$ cat src/pcrs_pkg.sv
// shared constants and carrier types of the program counter and return stack
package pcrs_pkg;

  localparam int unsigned PC_W       = 21;
  localparam int unsigned SP_W       = 5;
  localparam int unsigned WORD_W     = 16;
  localparam logic [4:0]  STK_DEPTH  = 5'h1f;
  localparam logic [20:0] PC_STEP    = 21'h000002;

  // fetch vectors
  localparam logic [20:0] RESET_VEC  = 21'h000000;
  localparam logic [20:0] INT_VEC_HI = 21'h000008;
  localparam logic [20:0] INT_VEC_LO = 21'h000018;

  // implemented program memory, bytes; fetches above it return zero
  localparam logic [20:0] PROG_TOP   = 21'h008000;

  // register word indices on the bus, byte address is index times four
  localparam logic [5:0] IDX_STACK_PTR = 6'h00;
  localparam logic [5:0] IDX_TOP_LOW   = 6'h01;
  localparam logic [5:0] IDX_TOP_HIGH  = 6'h02;
  localparam logic [5:0] IDX_TOP_UPPER = 6'h03;
  localparam logic [5:0] IDX_PC_LOW    = 6'h04;
  localparam logic [5:0] IDX_HIGH_LAT  = 6'h05;
  localparam logic [5:0] IDX_UPPER_LAT = 6'h06;
  localparam logic [5:0] IDX_OPTION    = 6'h07;

  // return_stack_pointer_status field positions
  localparam int unsigned FULL_BIT = 7;
  localparam int unsigned UNF_BIT  = 6;

  // reset values
  localparam logic [4:0] SP_RST     = 5'h00;
  localparam logic [7:0] LAT_RST    = 8'h00;
  localparam logic       OPTION_RST = 1'b1;

  typedef enum logic [3:0] {
    OP_IDLE,
    OP_SEQ,
    OP_JUMP,
    OP_CALL,
    OP_RET,
    OP_PUSH,
    OP_POP,
    OP_INT,
    OP_PC_LOW_WR,
    OP_PC_LOW_RD
  } pcrs_op_t;

  typedef struct packed {
    logic [7:0] status;
    logic [7:0] working_register;
    logic [7:0] bank_select_register;
  } pcrs_shadow_t;

  typedef struct packed {
    pcrs_op_t     op;
    logic         fast;
    logic         vec_high;
    logic [7:0]   data;
    logic [20:0]  target;
    pcrs_shadow_t regs;
  } pcrs_cmd_t;

endpackage : pcrs_pkg

$ cat src/pcrs_core.sv
// program counter, return stack, fast shadow and their register slave
`timescale 1ns/1ps

// Overview of operation
// - program counter is 21 bits wide and holds a byte address.
// - fetches above implemented memory, up to 2 Mbyte, return all zeros.
// - reset vector at 0000h, interrupt vectors at 0008h and 0018h.
// - counter in three bytes; only low byte accessed, upper two through latches.
// - any low-byte write loads bits 20:8 from the two holding latches.
// - any low-byte read copies bits 20:8 into the two holding latches.
// - bit 0 always zero; sequential instructions advance the counter by two.
// - call, relative call and jump load the counter directly, latches unused.
// - calls and interrupts push, returns pop, up to 31 nested levels.
// - calls and returns without a stack fault leave both holding latches unchanged.
// - stack is 31 entries of 21 bits with a 5-bit pointer.
// - push increments pointer first, then stores next-instruction address there.
// - pop loads counter from selected entry, then decrements pointer.
// - every reset clears pointer; value zero has no entry, only empty.
// - top entry registers read and write the entry the pointer selects.
// - full flag set after 31 pushes; cleared only by software or power-on.
// - with fault option, 31st push stores, sets full, resets, pointer zero.
// - without option, pointer stays 31; further pushes neither write nor move.
// - pop at zero loads zero, sets underflow, pointer stays zero.
// - with option a full or underflow also resets; without only flags.
// - push instruction stores next-instruction address; pop instruction only drops the top entry.
// - one-deep shadow captured on interrupt or fast call, restored on fast return.
module pcrs_core (
  input  wire logic                clk,
  input  wire logic                nrst,
  input  wire pcrs_pkg::pcrs_cmd_t cmd,
  input  wire logic [15:0]         prog_rdata,
  output logic [20:0]              pc,
  output logic [15:0]              fetch_word,
  output logic                     restore_valid,
  output pcrs_pkg::pcrs_shadow_t   restore_regs,
  output logic                     fault_reset,
  input  wire logic [7:0]          avs_address,
  input  wire logic                avs_read,
  input  wire logic                avs_write,
  input  wire logic [31:0]         avs_writedata,
  input  wire logic [3:0]          avs_byteenable,
  output logic [31:0]              avs_readdata,
  output logic                     avs_waitrequest
);
  import pcrs_pkg::*;

  logic              rst_meta_q;
  logic              rst_n_q;
  logic [20:0]       pc_q;
  logic [20:0]       pc_d;
  logic [4:0]        sp_q;
  logic [4:0]        sp_d;
  logic [20:0]       stk_q [1:31];
  logic [7:0]        lat_h_q;
  logic [4:0]        lat_u_q;
  logic              full_q;
  logic              unf_q;
  logic              option_q;
  pcrs_shadow_t      shadow_q;
  pcrs_shadow_t      restore_q;
  logic              restore_valid_q;
  logic              fault_q;
  logic [15:0]       fetch_q;
  logic              wait_q;
  logic [31:0]       rdata_q;
  logic              push_we;
  logic [4:0]        push_idx;
  logic [20:0]       top_val;
  logic              set_full;
  logic              set_unf;
  logic              fault;
  logic              cap_lat;
  logic              shadow_cap;
  logic              restore;
  logic              sw_acc;
  logic              sw_wr;
  logic [5:0]        sw_idx;
  logic [7:0]        sw_byte;

  // reset release through two flops
  always_ff @(posedge clk or negedge nrst) begin
    if (!nrst) begin
      rst_meta_q <= 1'b0;
      rst_n_q    <= 1'b0;
    end else begin
      rst_meta_q <= 1'b1;
      rst_n_q    <= rst_meta_q;
    end
  end

  // bus access completes on the edge where waitrequest is low
  assign sw_acc  = (avs_read | avs_write) & ~wait_q;
  assign sw_wr   = sw_acc & avs_write & avs_byteenable[0];
  assign sw_idx  = avs_address[7:2];
  assign sw_byte = avs_writedata[7:0];
  assign top_val = (sp_q == SP_RST) ? 21'h000000 : stk_q[sp_q];

  always_comb begin
    pc_d       = pc_q;
    sp_d       = sp_q;
    push_we    = 1'b0;
    push_idx   = 5'(sp_q + 5'h01);
    set_full   = 1'b0;
    set_unf    = 1'b0;
    fault      = 1'b0;
    cap_lat    = 1'b0;
    shadow_cap = 1'b0;
    restore    = 1'b0;
    case (cmd.op)
      OP_SEQ: begin
        pc_d = pc_q + PC_STEP;
      end
      OP_JUMP: begin
        pc_d = {cmd.target[20:1], 1'b0};
      end
      OP_CALL, OP_INT, OP_PUSH: begin
        if (sp_q == STK_DEPTH) begin
          set_full = 1'b1;
          fault    = option_q;
        end else begin
          sp_d    = push_idx;
          push_we = 1'b1;
          if (push_idx == STK_DEPTH) begin
            set_full = 1'b1;
            fault    = option_q;
          end
        end
        if (cmd.op == OP_CALL) begin
          pc_d = {cmd.target[20:1], 1'b0};
        end else if (cmd.op == OP_INT) begin
          pc_d = cmd.vec_high ? INT_VEC_HI : INT_VEC_LO;
        end else begin
          pc_d = pc_q + PC_STEP;
        end
        shadow_cap = (cmd.op == OP_INT) | ((cmd.op == OP_CALL) & cmd.fast);
      end
      OP_RET: begin
        if (sp_q == SP_RST) begin
          pc_d    = RESET_VEC;
          set_unf = 1'b1;
          fault   = option_q;
        end else begin
          // software may leave bit 0 set in the top entry
          pc_d = {top_val[20:1], 1'b0};
          sp_d = 5'(sp_q - 5'h01);
        end
        restore = cmd.fast;
      end
      OP_POP: begin
        if (sp_q == SP_RST) begin
          set_unf = 1'b1;
          fault   = option_q;
        end else begin
          sp_d = 5'(sp_q - 5'h01);
        end
        pc_d = pc_q + PC_STEP;
      end
      OP_PC_LOW_WR: begin
        pc_d = {lat_u_q, lat_h_q, cmd.data[7:1], 1'b0};
      end
      OP_PC_LOW_RD: begin
        cap_lat = 1'b1;
        pc_d    = pc_q + PC_STEP;
      end
      default: begin
      end
    endcase
    // software access lands after the core step in the same cycle
    if (sw_wr && sw_idx == IDX_PC_LOW) begin
      pc_d = {lat_u_q, lat_h_q, sw_byte[7:1], 1'b0};
    end
    if (sw_acc && avs_read && sw_idx == IDX_PC_LOW) begin
      cap_lat = 1'b1;
    end
    if (sw_wr && sw_idx == IDX_STACK_PTR) begin
      sp_d = sw_byte[4:0];
    end
    if (fault) begin
      pc_d = RESET_VEC;
      sp_d = SP_RST;
    end
  end

  always_ff @(posedge clk or negedge rst_n_q) begin
    if (!rst_n_q) begin
      pc_q <= RESET_VEC;
      sp_q <= SP_RST;
    end else begin
      pc_q <= pc_d;
      sp_q <= sp_d;
    end
  end

  // one flop per entry; pointer zero owns no storage
  for (genvar i = 1; i <= 31; i++) begin : g_entry
    always_ff @(posedge clk or negedge rst_n_q) begin
      if (!rst_n_q) begin
        stk_q[i] <= 21'h000000;
      end else if (push_we && push_idx == 5'(i)) begin
        stk_q[i] <= pc_q + PC_STEP;
      end else if (sw_wr && sp_q == 5'(i)) begin
        if (sw_idx == IDX_TOP_LOW) begin
          stk_q[i][7:0] <= sw_byte;
        end else if (sw_idx == IDX_TOP_HIGH) begin
          stk_q[i][15:8] <= sw_byte;
        end else if (sw_idx == IDX_TOP_UPPER) begin
          stk_q[i][20:16] <= sw_byte[4:0];
        end
      end
    end
  end

  // holding latches; a stack fault is a device reset and clears them
  always_ff @(posedge clk or negedge rst_n_q) begin
    if (!rst_n_q) begin
      lat_h_q <= LAT_RST;
      lat_u_q <= LAT_RST[4:0];
    end else if (fault) begin
      lat_h_q <= LAT_RST;
      lat_u_q <= LAT_RST[4:0];
    end else if (cap_lat) begin
      lat_h_q <= pc_q[15:8];
      lat_u_q <= pc_q[20:16];
    end else if (sw_wr && sw_idx == IDX_HIGH_LAT) begin
      lat_h_q <= sw_byte;
    end else if (sw_wr && sw_idx == IDX_UPPER_LAT) begin
      lat_u_q <= sw_byte[4:0];
    end
  end

  // flags: set wins over a software clear, fault reset keeps them
  always_ff @(posedge clk or negedge rst_n_q) begin
    if (!rst_n_q) begin
      full_q <= 1'b0;
      unf_q  <= 1'b0;
    end else begin
      if (set_full) begin
        full_q <= 1'b1;
      end else if (sw_wr && sw_idx == IDX_STACK_PTR && !sw_byte[FULL_BIT]) begin
        full_q <= 1'b0;
      end
      if (set_unf) begin
        unf_q <= 1'b1;
      end else if (sw_wr && sw_idx == IDX_STACK_PTR && !sw_byte[UNF_BIT]) begin
        unf_q <= 1'b0;
      end
    end
  end

  always_ff @(posedge clk or negedge rst_n_q) begin
    if (!rst_n_q) begin
      option_q <= OPTION_RST;
    end else if (sw_wr && sw_idx == IDX_OPTION) begin
      option_q <= sw_byte[0];
    end
  end

  // shadow is write-only from the core, never visible on the bus
  always_ff @(posedge clk or negedge rst_n_q) begin
    if (!rst_n_q) begin
      shadow_q        <= '0;
      restore_q       <= '0;
      restore_valid_q <= 1'b0;
    end else begin
      if (shadow_cap) begin
        shadow_q <= cmd.regs;
      end
      restore_valid_q <= restore;
      if (restore) begin
        restore_q <= shadow_q;
      end
    end
  end

  always_ff @(posedge clk or negedge rst_n_q) begin
    if (!rst_n_q) begin
      fault_q <= 1'b0;
      fetch_q <= 16'h0000;
    end else begin
      fault_q <= fault;
      fetch_q <= (pc_q >= PROG_TOP) ? 16'h0000 : prog_rdata;
    end
  end

  // one wait state: data is prepared while waitrequest is high
  always_ff @(posedge clk or negedge rst_n_q) begin
    if (!rst_n_q) begin
      wait_q  <= 1'b1;
      rdata_q <= 32'h00000000;
    end else begin
      wait_q <= ~((avs_read | avs_write) & wait_q);
      if (avs_read && wait_q) begin
        case (sw_idx)
          IDX_STACK_PTR: rdata_q <= {24'h000000, full_q, unf_q, 1'b0, sp_q};
          IDX_TOP_LOW:   rdata_q <= {24'h000000, top_val[7:0]};
          IDX_TOP_HIGH:  rdata_q <= {24'h000000, top_val[15:8]};
          IDX_TOP_UPPER: rdata_q <= {27'h0000000, top_val[20:16]};
          IDX_PC_LOW:    rdata_q <= {24'h000000, pc_q[7:0]};
          IDX_HIGH_LAT:  rdata_q <= {24'h000000, lat_h_q};
          IDX_UPPER_LAT: rdata_q <= {27'h0000000, lat_u_q};
          IDX_OPTION:    rdata_q <= {31'h00000000, option_q};
          default:       rdata_q <= 32'h00000000;
        endcase
      end
    end
  end

  assign pc              = pc_q;
  assign fetch_word      = fetch_q;
  assign restore_valid   = restore_valid_q;
  assign restore_regs    = restore_q;
  assign fault_reset     = fault_q;
  assign avs_readdata    = rdata_q;
  assign avs_waitrequest = wait_q;

  property p_lsb_zero;
    @(posedge clk) disable iff (!rst_n_q) pc_q[0] == 1'b0;
  endproperty
  a_lsb_zero: assert property (p_lsb_zero) else $error("pc bit 0 set");

  property p_seq_step;
    @(posedge clk) disable iff (!rst_n_q)
      (cmd.op == OP_SEQ && !sw_wr) |=> pc_q == $past(pc_q) + PC_STEP;
  endproperty
  a_seq_step: assert property (p_seq_step) else $error("no step of two");

  property p_sp_range;
    @(posedge clk) disable iff (!rst_n_q) push_we |-> push_idx != SP_RST;
  endproperty
  a_sp_range: assert property (p_sp_range) else $error("push wrapped past 31");

  property p_push_store;
    @(posedge clk) disable iff (!rst_n_q)
      (cmd.op == OP_CALL && sp_q < 5'h1e && !sw_wr)
      |=> sp_q == $past(sp_q) + 5'h01 && stk_q[sp_q] == $past(pc_q) + PC_STEP;
  endproperty
  a_push_store: assert property (p_push_store) else $error("push wrong");

  property p_pop_load;
    @(posedge clk) disable iff (!rst_n_q)
      (cmd.op == OP_RET && sp_q != 5'h00 && !sw_wr)
      |=> pc_q == {$past(top_val[20:1]), 1'b0} && sp_q == $past(sp_q) - 5'h01;
  endproperty
  a_pop_load: assert property (p_pop_load) else $error("pop wrong");

  property p_underflow;
    @(posedge clk) disable iff (!rst_n_q)
      (cmd.op == OP_RET && sp_q == 5'h00 && !sw_wr) |=> pc_q == 21'h0 && unf_q && sp_q == 5'h00;
  endproperty
  a_underflow: assert property (p_underflow) else $error("underflow wrong");

  property p_fault_reset;
    @(posedge clk) disable iff (!rst_n_q)
      (cmd.op == OP_CALL && sp_q == 5'h1e && option_q)
      |=> full_q && sp_q == 5'h00 && pc_q == RESET_VEC && fault_reset;
  endproperty
  a_fault_reset: assert property (p_fault_reset) else $error("fault reset wrong");

  property p_full_hold;
    @(posedge clk) disable iff (!rst_n_q)
      (cmd.op == OP_CALL && sp_q == 5'h1f && !option_q && !sw_wr)
      |=> sp_q == 5'h1f && $stable(stk_q[31]) && full_q;
  endproperty
  a_full_hold: assert property (p_full_hold) else $error("overflow moved");

  property p_pc_low_write;
    @(posedge clk) disable iff (!rst_n_q)
      (cmd.op == OP_PC_LOW_WR && !sw_wr) |=> pc_q[20:8] == {$past(lat_u_q), $past(lat_h_q)};
  endproperty
  a_pc_low_write: assert property (p_pc_low_write) else $error("latch not moved");

  property p_int_vector;
    @(posedge clk) disable iff (!rst_n_q)
      (cmd.op == OP_INT && sp_q < 5'h1e && !sw_wr)
      |=> pc_q == ($past(cmd.vec_high) ? INT_VEC_HI : INT_VEC_LO);
  endproperty
  a_int_vector: assert property (p_int_vector) else $error("bad vector");

  property p_call_latch;
    @(posedge clk) disable iff (!rst_n_q)
      (cmd.op inside {OP_CALL, OP_RET} && !sw_wr && !fault)
      |=> $stable(lat_h_q) && $stable(lat_u_q);
  endproperty
  a_call_latch: assert property (p_call_latch) else $error("latch disturbed");

endmodule : pcrs_core

$ cat config.mk
export PLATFORM = sky130hd
export DESIGN_NAME = pcrs_core
export DESIGN_NICKNAME = d
export VERILOG_FILES = /design/src/pcrs_pkg.sv /design/src/pcrs_core.sv
export SDC_FILE = /design/constraint.sdc
export NUM_CORES = 2
export LEC_CHECK = 0
export BUFFER_PORTS_ARGS = -buffer_cell sky130_fd_sc_hd__buf_2
export CAP_MARGIN = 20
export CORE_ASPECT_RATIO = 0.8
export CORE_MARGIN = 8
export CORE_UTILIZATION = 30
export CTS_CLUSTER_SIZE = 40
export DETAILED_ROUTE_END_ITERATION = 8
export GPL_TIMING_DRIVEN = 0
export SLEW_MARGIN = 0
export SYNTH_ARGS = -nofsm -noshare
export SYNTH_HDL_FRONTEND = slang
export SYNTH_SLANG_ARGS = --single-unit
$ cat constraint.sdc
create_clock -name clk -period 47.1 [get_ports clk]
set_input_delay 9.42 -clock clk [delete_from_list [all_inputs] [get_ports clk]]
set_output_delay 9.42 -clock clk [all_outputs]
set_load 0.01 [all_outputs]
# Yosys cells after proc, flatten, opt, wreduce, memory -nomap -nowiden
# Index checks and enable logic that the tools add are counted.
totals:
  inputBits: 123
  output_inout_bits: 96
  word_cells: 686
  register_bits: 794
op_classes:
  mux: 111
  reduce_logical: 304
  bitwise_logic: 10
  magnitude_cmp: 2
  addsub: 3
  eq_ne: 143
op_table:
  columns: ["cell", "n"]
  rows:
  - ["21-bit two-way mux", 70]
  - ["2-bit nonzero test", 126]
  - ["5-bit equality test, second input constant", 32]
  - ["4-bit AND reduction", 31]
  - ["2-bit by 1-bit inequality test with 1-bit output, second input constant", 56]
  - ["21-bit binary-select mux with 5-bit select", 1]
  - ["21-bit one-hot mux with 5 select lines", 1]
  - ["3-bit AND reduction", 32]
  - ["5-bit by 4-bit equality test with 1-bit output, second input constant", 16]
  - ["1-bit logical AND", 72]
  - ["8-bit one-hot mux with 8 select lines", 1]
  - ["2-bit AND reduction", 32]
  - ["5-bit two-way mux", 11]
  - ["5-bit by 3-bit equality test with 1-bit output, second input constant", 8]
  - ["8-bit two-way mux", 5]
  - ["6-bit by 3-bit equality test with 1-bit output, second input constant", 4]
  - ["21-bit by 2-bit adder with 21-bit output, second input constant", 1]
  - ["21-bit by 16-bit greater-or-equal comparator with 1-bit output, second input constant", 1]
  - ["5-bit by 2-bit equality test with 1-bit output, second input constant", 4]
  - ["1-bit two-way mux", 18]
  - ["4-bit by 3-bit equality test with 1-bit output, second input constant", 4]
  - ["16-bit two-way mux", 1]
  - ["13-bit two-way mux", 1]
  - ["6-bit by 2-bit equality test with 1-bit output, second input constant", 2]
  - ["other kinds (26)", 43]

# Depth between registers and ports, before layout
depth:
  word_depth: 9
  mapped_depth: 15
  mapped_depth_nobuf: 9

# Least setup slack after synthesis
# Ideal clock, no wire load.
synth_timing:
  path_type: "in2reg"
  start: "input port avs_address[5]"
  end: "register stk_q[197] (netlist name)"
  arrival_time_ns: 11.056
  path_buffers: 1
  path_slack_ns: 35.906
  stages: 7
  setup_time_ns: 0.137
  required_time_ns: 46.963
  path_cell_list: "or4_4 -> nor2_4 -> buf_6 -> nand2_8 -> nor2_8 -> mux2i_1 -> a21oi_1"
synth_between:
  elab_chain_len: 3
  word_cells_on_any_way: 5
synth_lines:
  columns: ["item", "line", "source"]
  rows:
  - ["start: declaration", "pcrs_core.sv:37", "input wire logic [7:0] avs_address,"]
  - ["6-bit by 1-bit equality test with 1-bit output / 6-bit by 2-bit equality test with 1-bit output (equally long branches)", "pcrs_core.sv:202, pcrs_core.sv:204", null]
  - ["2-bit by 1-bit inequality test with 1-bit output (no line) / 2-bit nonzero test (equally long branches)", null, null]
  - ["3-bit AND reduction (no line) *", null, null]
  - ["end signal: indexed assignment", "pcrs_core.sv:203", "stk_q[i][7:0] <= sw_byte;"]
  - ["end signal: indexed assignment", "pcrs_core.sv:205", "stk_q[i][15:8] <= sw_byte;"]
  - ["end signal: indexed assignment", "pcrs_core.sv:207", "stk_q[i][20:16] <= sw_byte[4:0];"]
  - ["end: declaration", "pcrs_core.sv:53", "logic [20:0] stk_q [1:31];"]
# Every way passes the cells marked *; elsewhere a longest branch is shown, timed or not.
# A chain may end at the register's enable or synchronous reset.

# Worst setup path in the final report
layout_timing:
  start: "input port avs_address[5]"
  end: "register stk_q[83] (netlist name)"
layout_between:
  elab_chain_len: 3
  word_cells_on_any_way: 7
layout_lines:
  columns: ["item", "line", "source"]
  rows:
  - ["6-bit by 2-bit equality test with 1-bit output (tied with other cells)", "pcrs_core.sv:204", "end else if (sw_idx == IDX_TOP_HIGH) begin"]
  - ["2-bit by 1-bit inequality test with 1-bit output (no line) / 2-bit nonzero test (equally long branches)", null, null]
  - ["4-bit AND reduction (no line) *", null, null]
# Marked as above.

==> results.md <==
* Status: finished clean
* Fin crit share at 27.3%
* Post-synth top cells: 815 x mux2i_1, 767 x dfrtp_1, 665 x a21oi_1
* Final Wtd Congestion at 1.04
* Most numerous cell in the Yosys netlist: mux2i_1
* Final Hold Viols at 0
* Vias in the first global route at 36400
* EDFF count, synth at 0
* Global-route usage over all layers at 29.1%
* Post-route insts no fill at 6523
* Root Buffer: clkbuf_16
* Layout area overhead at 17.3%
* Sequential-to-total area share from yosys stat at 44.4%
* Cts repair resizes at 0
* TritonCTS clock tree: yes
* CP Class: primary input to flip-flop
* Setup TNS at 0 ns
* Initial antenna violation count at 21
* Synth area leader: dfrtp_1
* First-pass GRT wire length at 318000 um
* DR top layer: met5
* Peak VDD IR at 0.0320 mV
* Post-layout min period at 12.84 ns
* Met3 wire length at 38000 um
* Synth top area share at 44.3%
* Max Fclk at 0.0779 GHz
* Final setup skew at 0.0459 ns
* Total CTS buffers at 83
* Routed WL at 238000 um
* RSZ-0062 raised after global routing: false
* Worst slew pin tran at 1.37 ns
* Die H at 356 um
* Main synth FF type: dfrtp_1
* Final nets at 4689
* Area contributors post-synth: dfrtp_1 44%, mux2i_1 19%, a21oi_1 7.7%
* Yosys reg bits at 769
* Critical path peak fanout at 6
* Die extent in x at 441 um
* WL met1 at 97900 um
* Placed Area at 47800 um2
* Hold-fix buffers, CTS at 0
* Ys Warns at 0
* Slew headroom at 8.61%
* Drt drc at 0
* Die ar. at 157000 um2
* Max-cap violation count at 0
* Leakage at 23.1 nW
* Clock-pin slew on the worst setup and hold paths at 0.07 ns
* Crit start category: primary input
* Remaining Overflow, GRT at 0
* Layout cells sized above 1 at 16.3%
* Setup WS post-layout at 34.26 ns
* Wire per inst at 36.4 um
* Critical path capture point type: flip-flop
* Htree depth at 3
* Fin area at 50900 um2
* Largest net degree at the start of global routing at 67
* Clk buf depth at 3
* Cell Count Post-Placement at 6354
* Power Dens Cells at 61.1 nW/um2
* Site Rows at 124
* Synth cell types at 84
* Area of the multi-input gates at 22300 um2
* Vias/cell at 5.99
* Post-CTS Setup Bufs at 0
* Req. time, crit path at 47.68 ns
* DRT iter0 DRCs at 6436
* Num ports at 219
* Detailed-route via count at 39100
* Avg Cell Area, Syn at 10.3 um2
* Worst min path class: flip-flop to async pin
* WL met2 at 91000 um
* Fill count at 14500
* FF+latch area at 19200 um2
* Initial core utilization at 30.3%
* Arrival time at the worst endpoint at 13.42 ns
* Cells on worst reg2reg path at 14
* Utilization after layout at 35.5%
* Detail Placement HPWL at 178000 um
* Clock Sink Count at 769
* Pre-CTS setup slack at 33.96 ns
* First-pass DRT Iterations at 7
* Cells after synthesis at 4224
* IO Port Bufs at 154
* Mapped Area at 43400 um2
* Endpoints failing setup at 0
* Antenna-violating nets left at 0
* Clock Latency Late Sink at 0.73 ns
* Pins Over Slew Limit at 0
* Core Area at 143000 um2
* Asr flop ratio synth at 100%
worst max-delay path, cell delays in order:
cell and delay [ns]:
buf_2 0.13, nor4_1 0.90, nand3_1 0.72, nor2_1 1.20, nand3_1 0.61, mux2i_1 0.33, a21oi_1 0.10
flip-flops by register name, summed over array words and instances, names as in the netlist, 5 cells and up:
name,cells
sp_q,5
lat_u_q,5
lat_h_q,8
pc,20
fetch_word,16
avs_readdata,8
shadow_q,24
restore_regs,24
stk_q,651
logic make-up (layout without fill, tap and decap cells):
| family | after synthesis | after routing | share of synthesized area (%) |
|---|---|---|---|
| flops | 769 | 769 | 44.4 |
| xor+xnor | 19 | 19 | 0.384 |
| other cells | 2 | 37 | 0.0173 |
| buf+inv | 430 | 804 | 4.48 |
| fa+ha+maj | 9 | 9 | 0.260 |
| simple gates | 1101 | 1101 | 13.0 |
| compound gates | 916 | 916 | 12.1 |
| mux | 978 | 978 | 25.3 |
power by group:
| group | switching (mW) | internal [mW] |
|---|---|---|
| sequential | 0.168 | 0.893 |
| clock | 0.313 | 0.427 |
| combinational | 0.901 | 0.410 |
| total | 1.38 | 1.73 |
through the flow:
| stage | hold WS (ns) | total power [mW] |
|---|---|---|
| floorplan | 0.331 | 1.65 |
| CTS | 0.350 | 3.01 |
| global placement | 0.341 | 2.24 |
| detailed placement | 0.335 | 2.28 |
| global route | 0.363 | 3.15 |
| finish | 0.349 | 3.11 |
routing by layer:
layer	GRT usage [%]	vias up
met4	10.6	12
met2	38.5	2847
li1	-	15700
met3	14.5	488
met5	0	-
met1	40.2	20000
cell usage in the layout (no fill, tap or decap), types with 15 or more instances in the layout:
cell / n
mux2i_1: 815
a22oi_1: 81
clkbuf_1: 289
nand4_1: 15
conb_1: 26
nor2b_1: 27
buf_16: 24
buf_2: 222
and3_1: 15
mux2_2: 75
clkbuf_8: 19
mux4_2: 88
dfrtp_1: 766
buf_8: 33
a21oi_1: 665
nor3_1: 27
buf_1: 17
nand2_1: 147
clkbuf_16: 85
nand3_1: 53
nor2_8: 45
and2_1: 26
a311oi_1: 16
a221oi_1: 30
buf_4: 55
nor2_1: 651
o21ai_0: 27
nor2_2: 15
cell type report:
class,instances,area share (%)
inverters,13,0.0959
multi-input cells,3049,43.8
clock buffers,116,4.76
clock inverters,34,1.05
flip-flops and latches,769,37.8
plain buffers,417,3.72
diodes,11,0.0541
repair buffers,224,4.00
well taps,1890,4.65
final timing paths:
path	endpoint	startpoint	slack, ns
worst max-delay path	stk_q[83]	avs_address[5]	34.26
worst min-delay path	stk_q[355]	rst_n_q	0.35
worst max register to register	stk_q[327]	sp_q[3]	41.26
worst min register to register	stk_q[355]	rst_n_q	0.35
max in group asynchronous	rst_n_q	nrst	38.51
min in group clk	rst_n_q	rst_meta_q	0.35
Note: power is estimated with default switching activity, not from simulation.
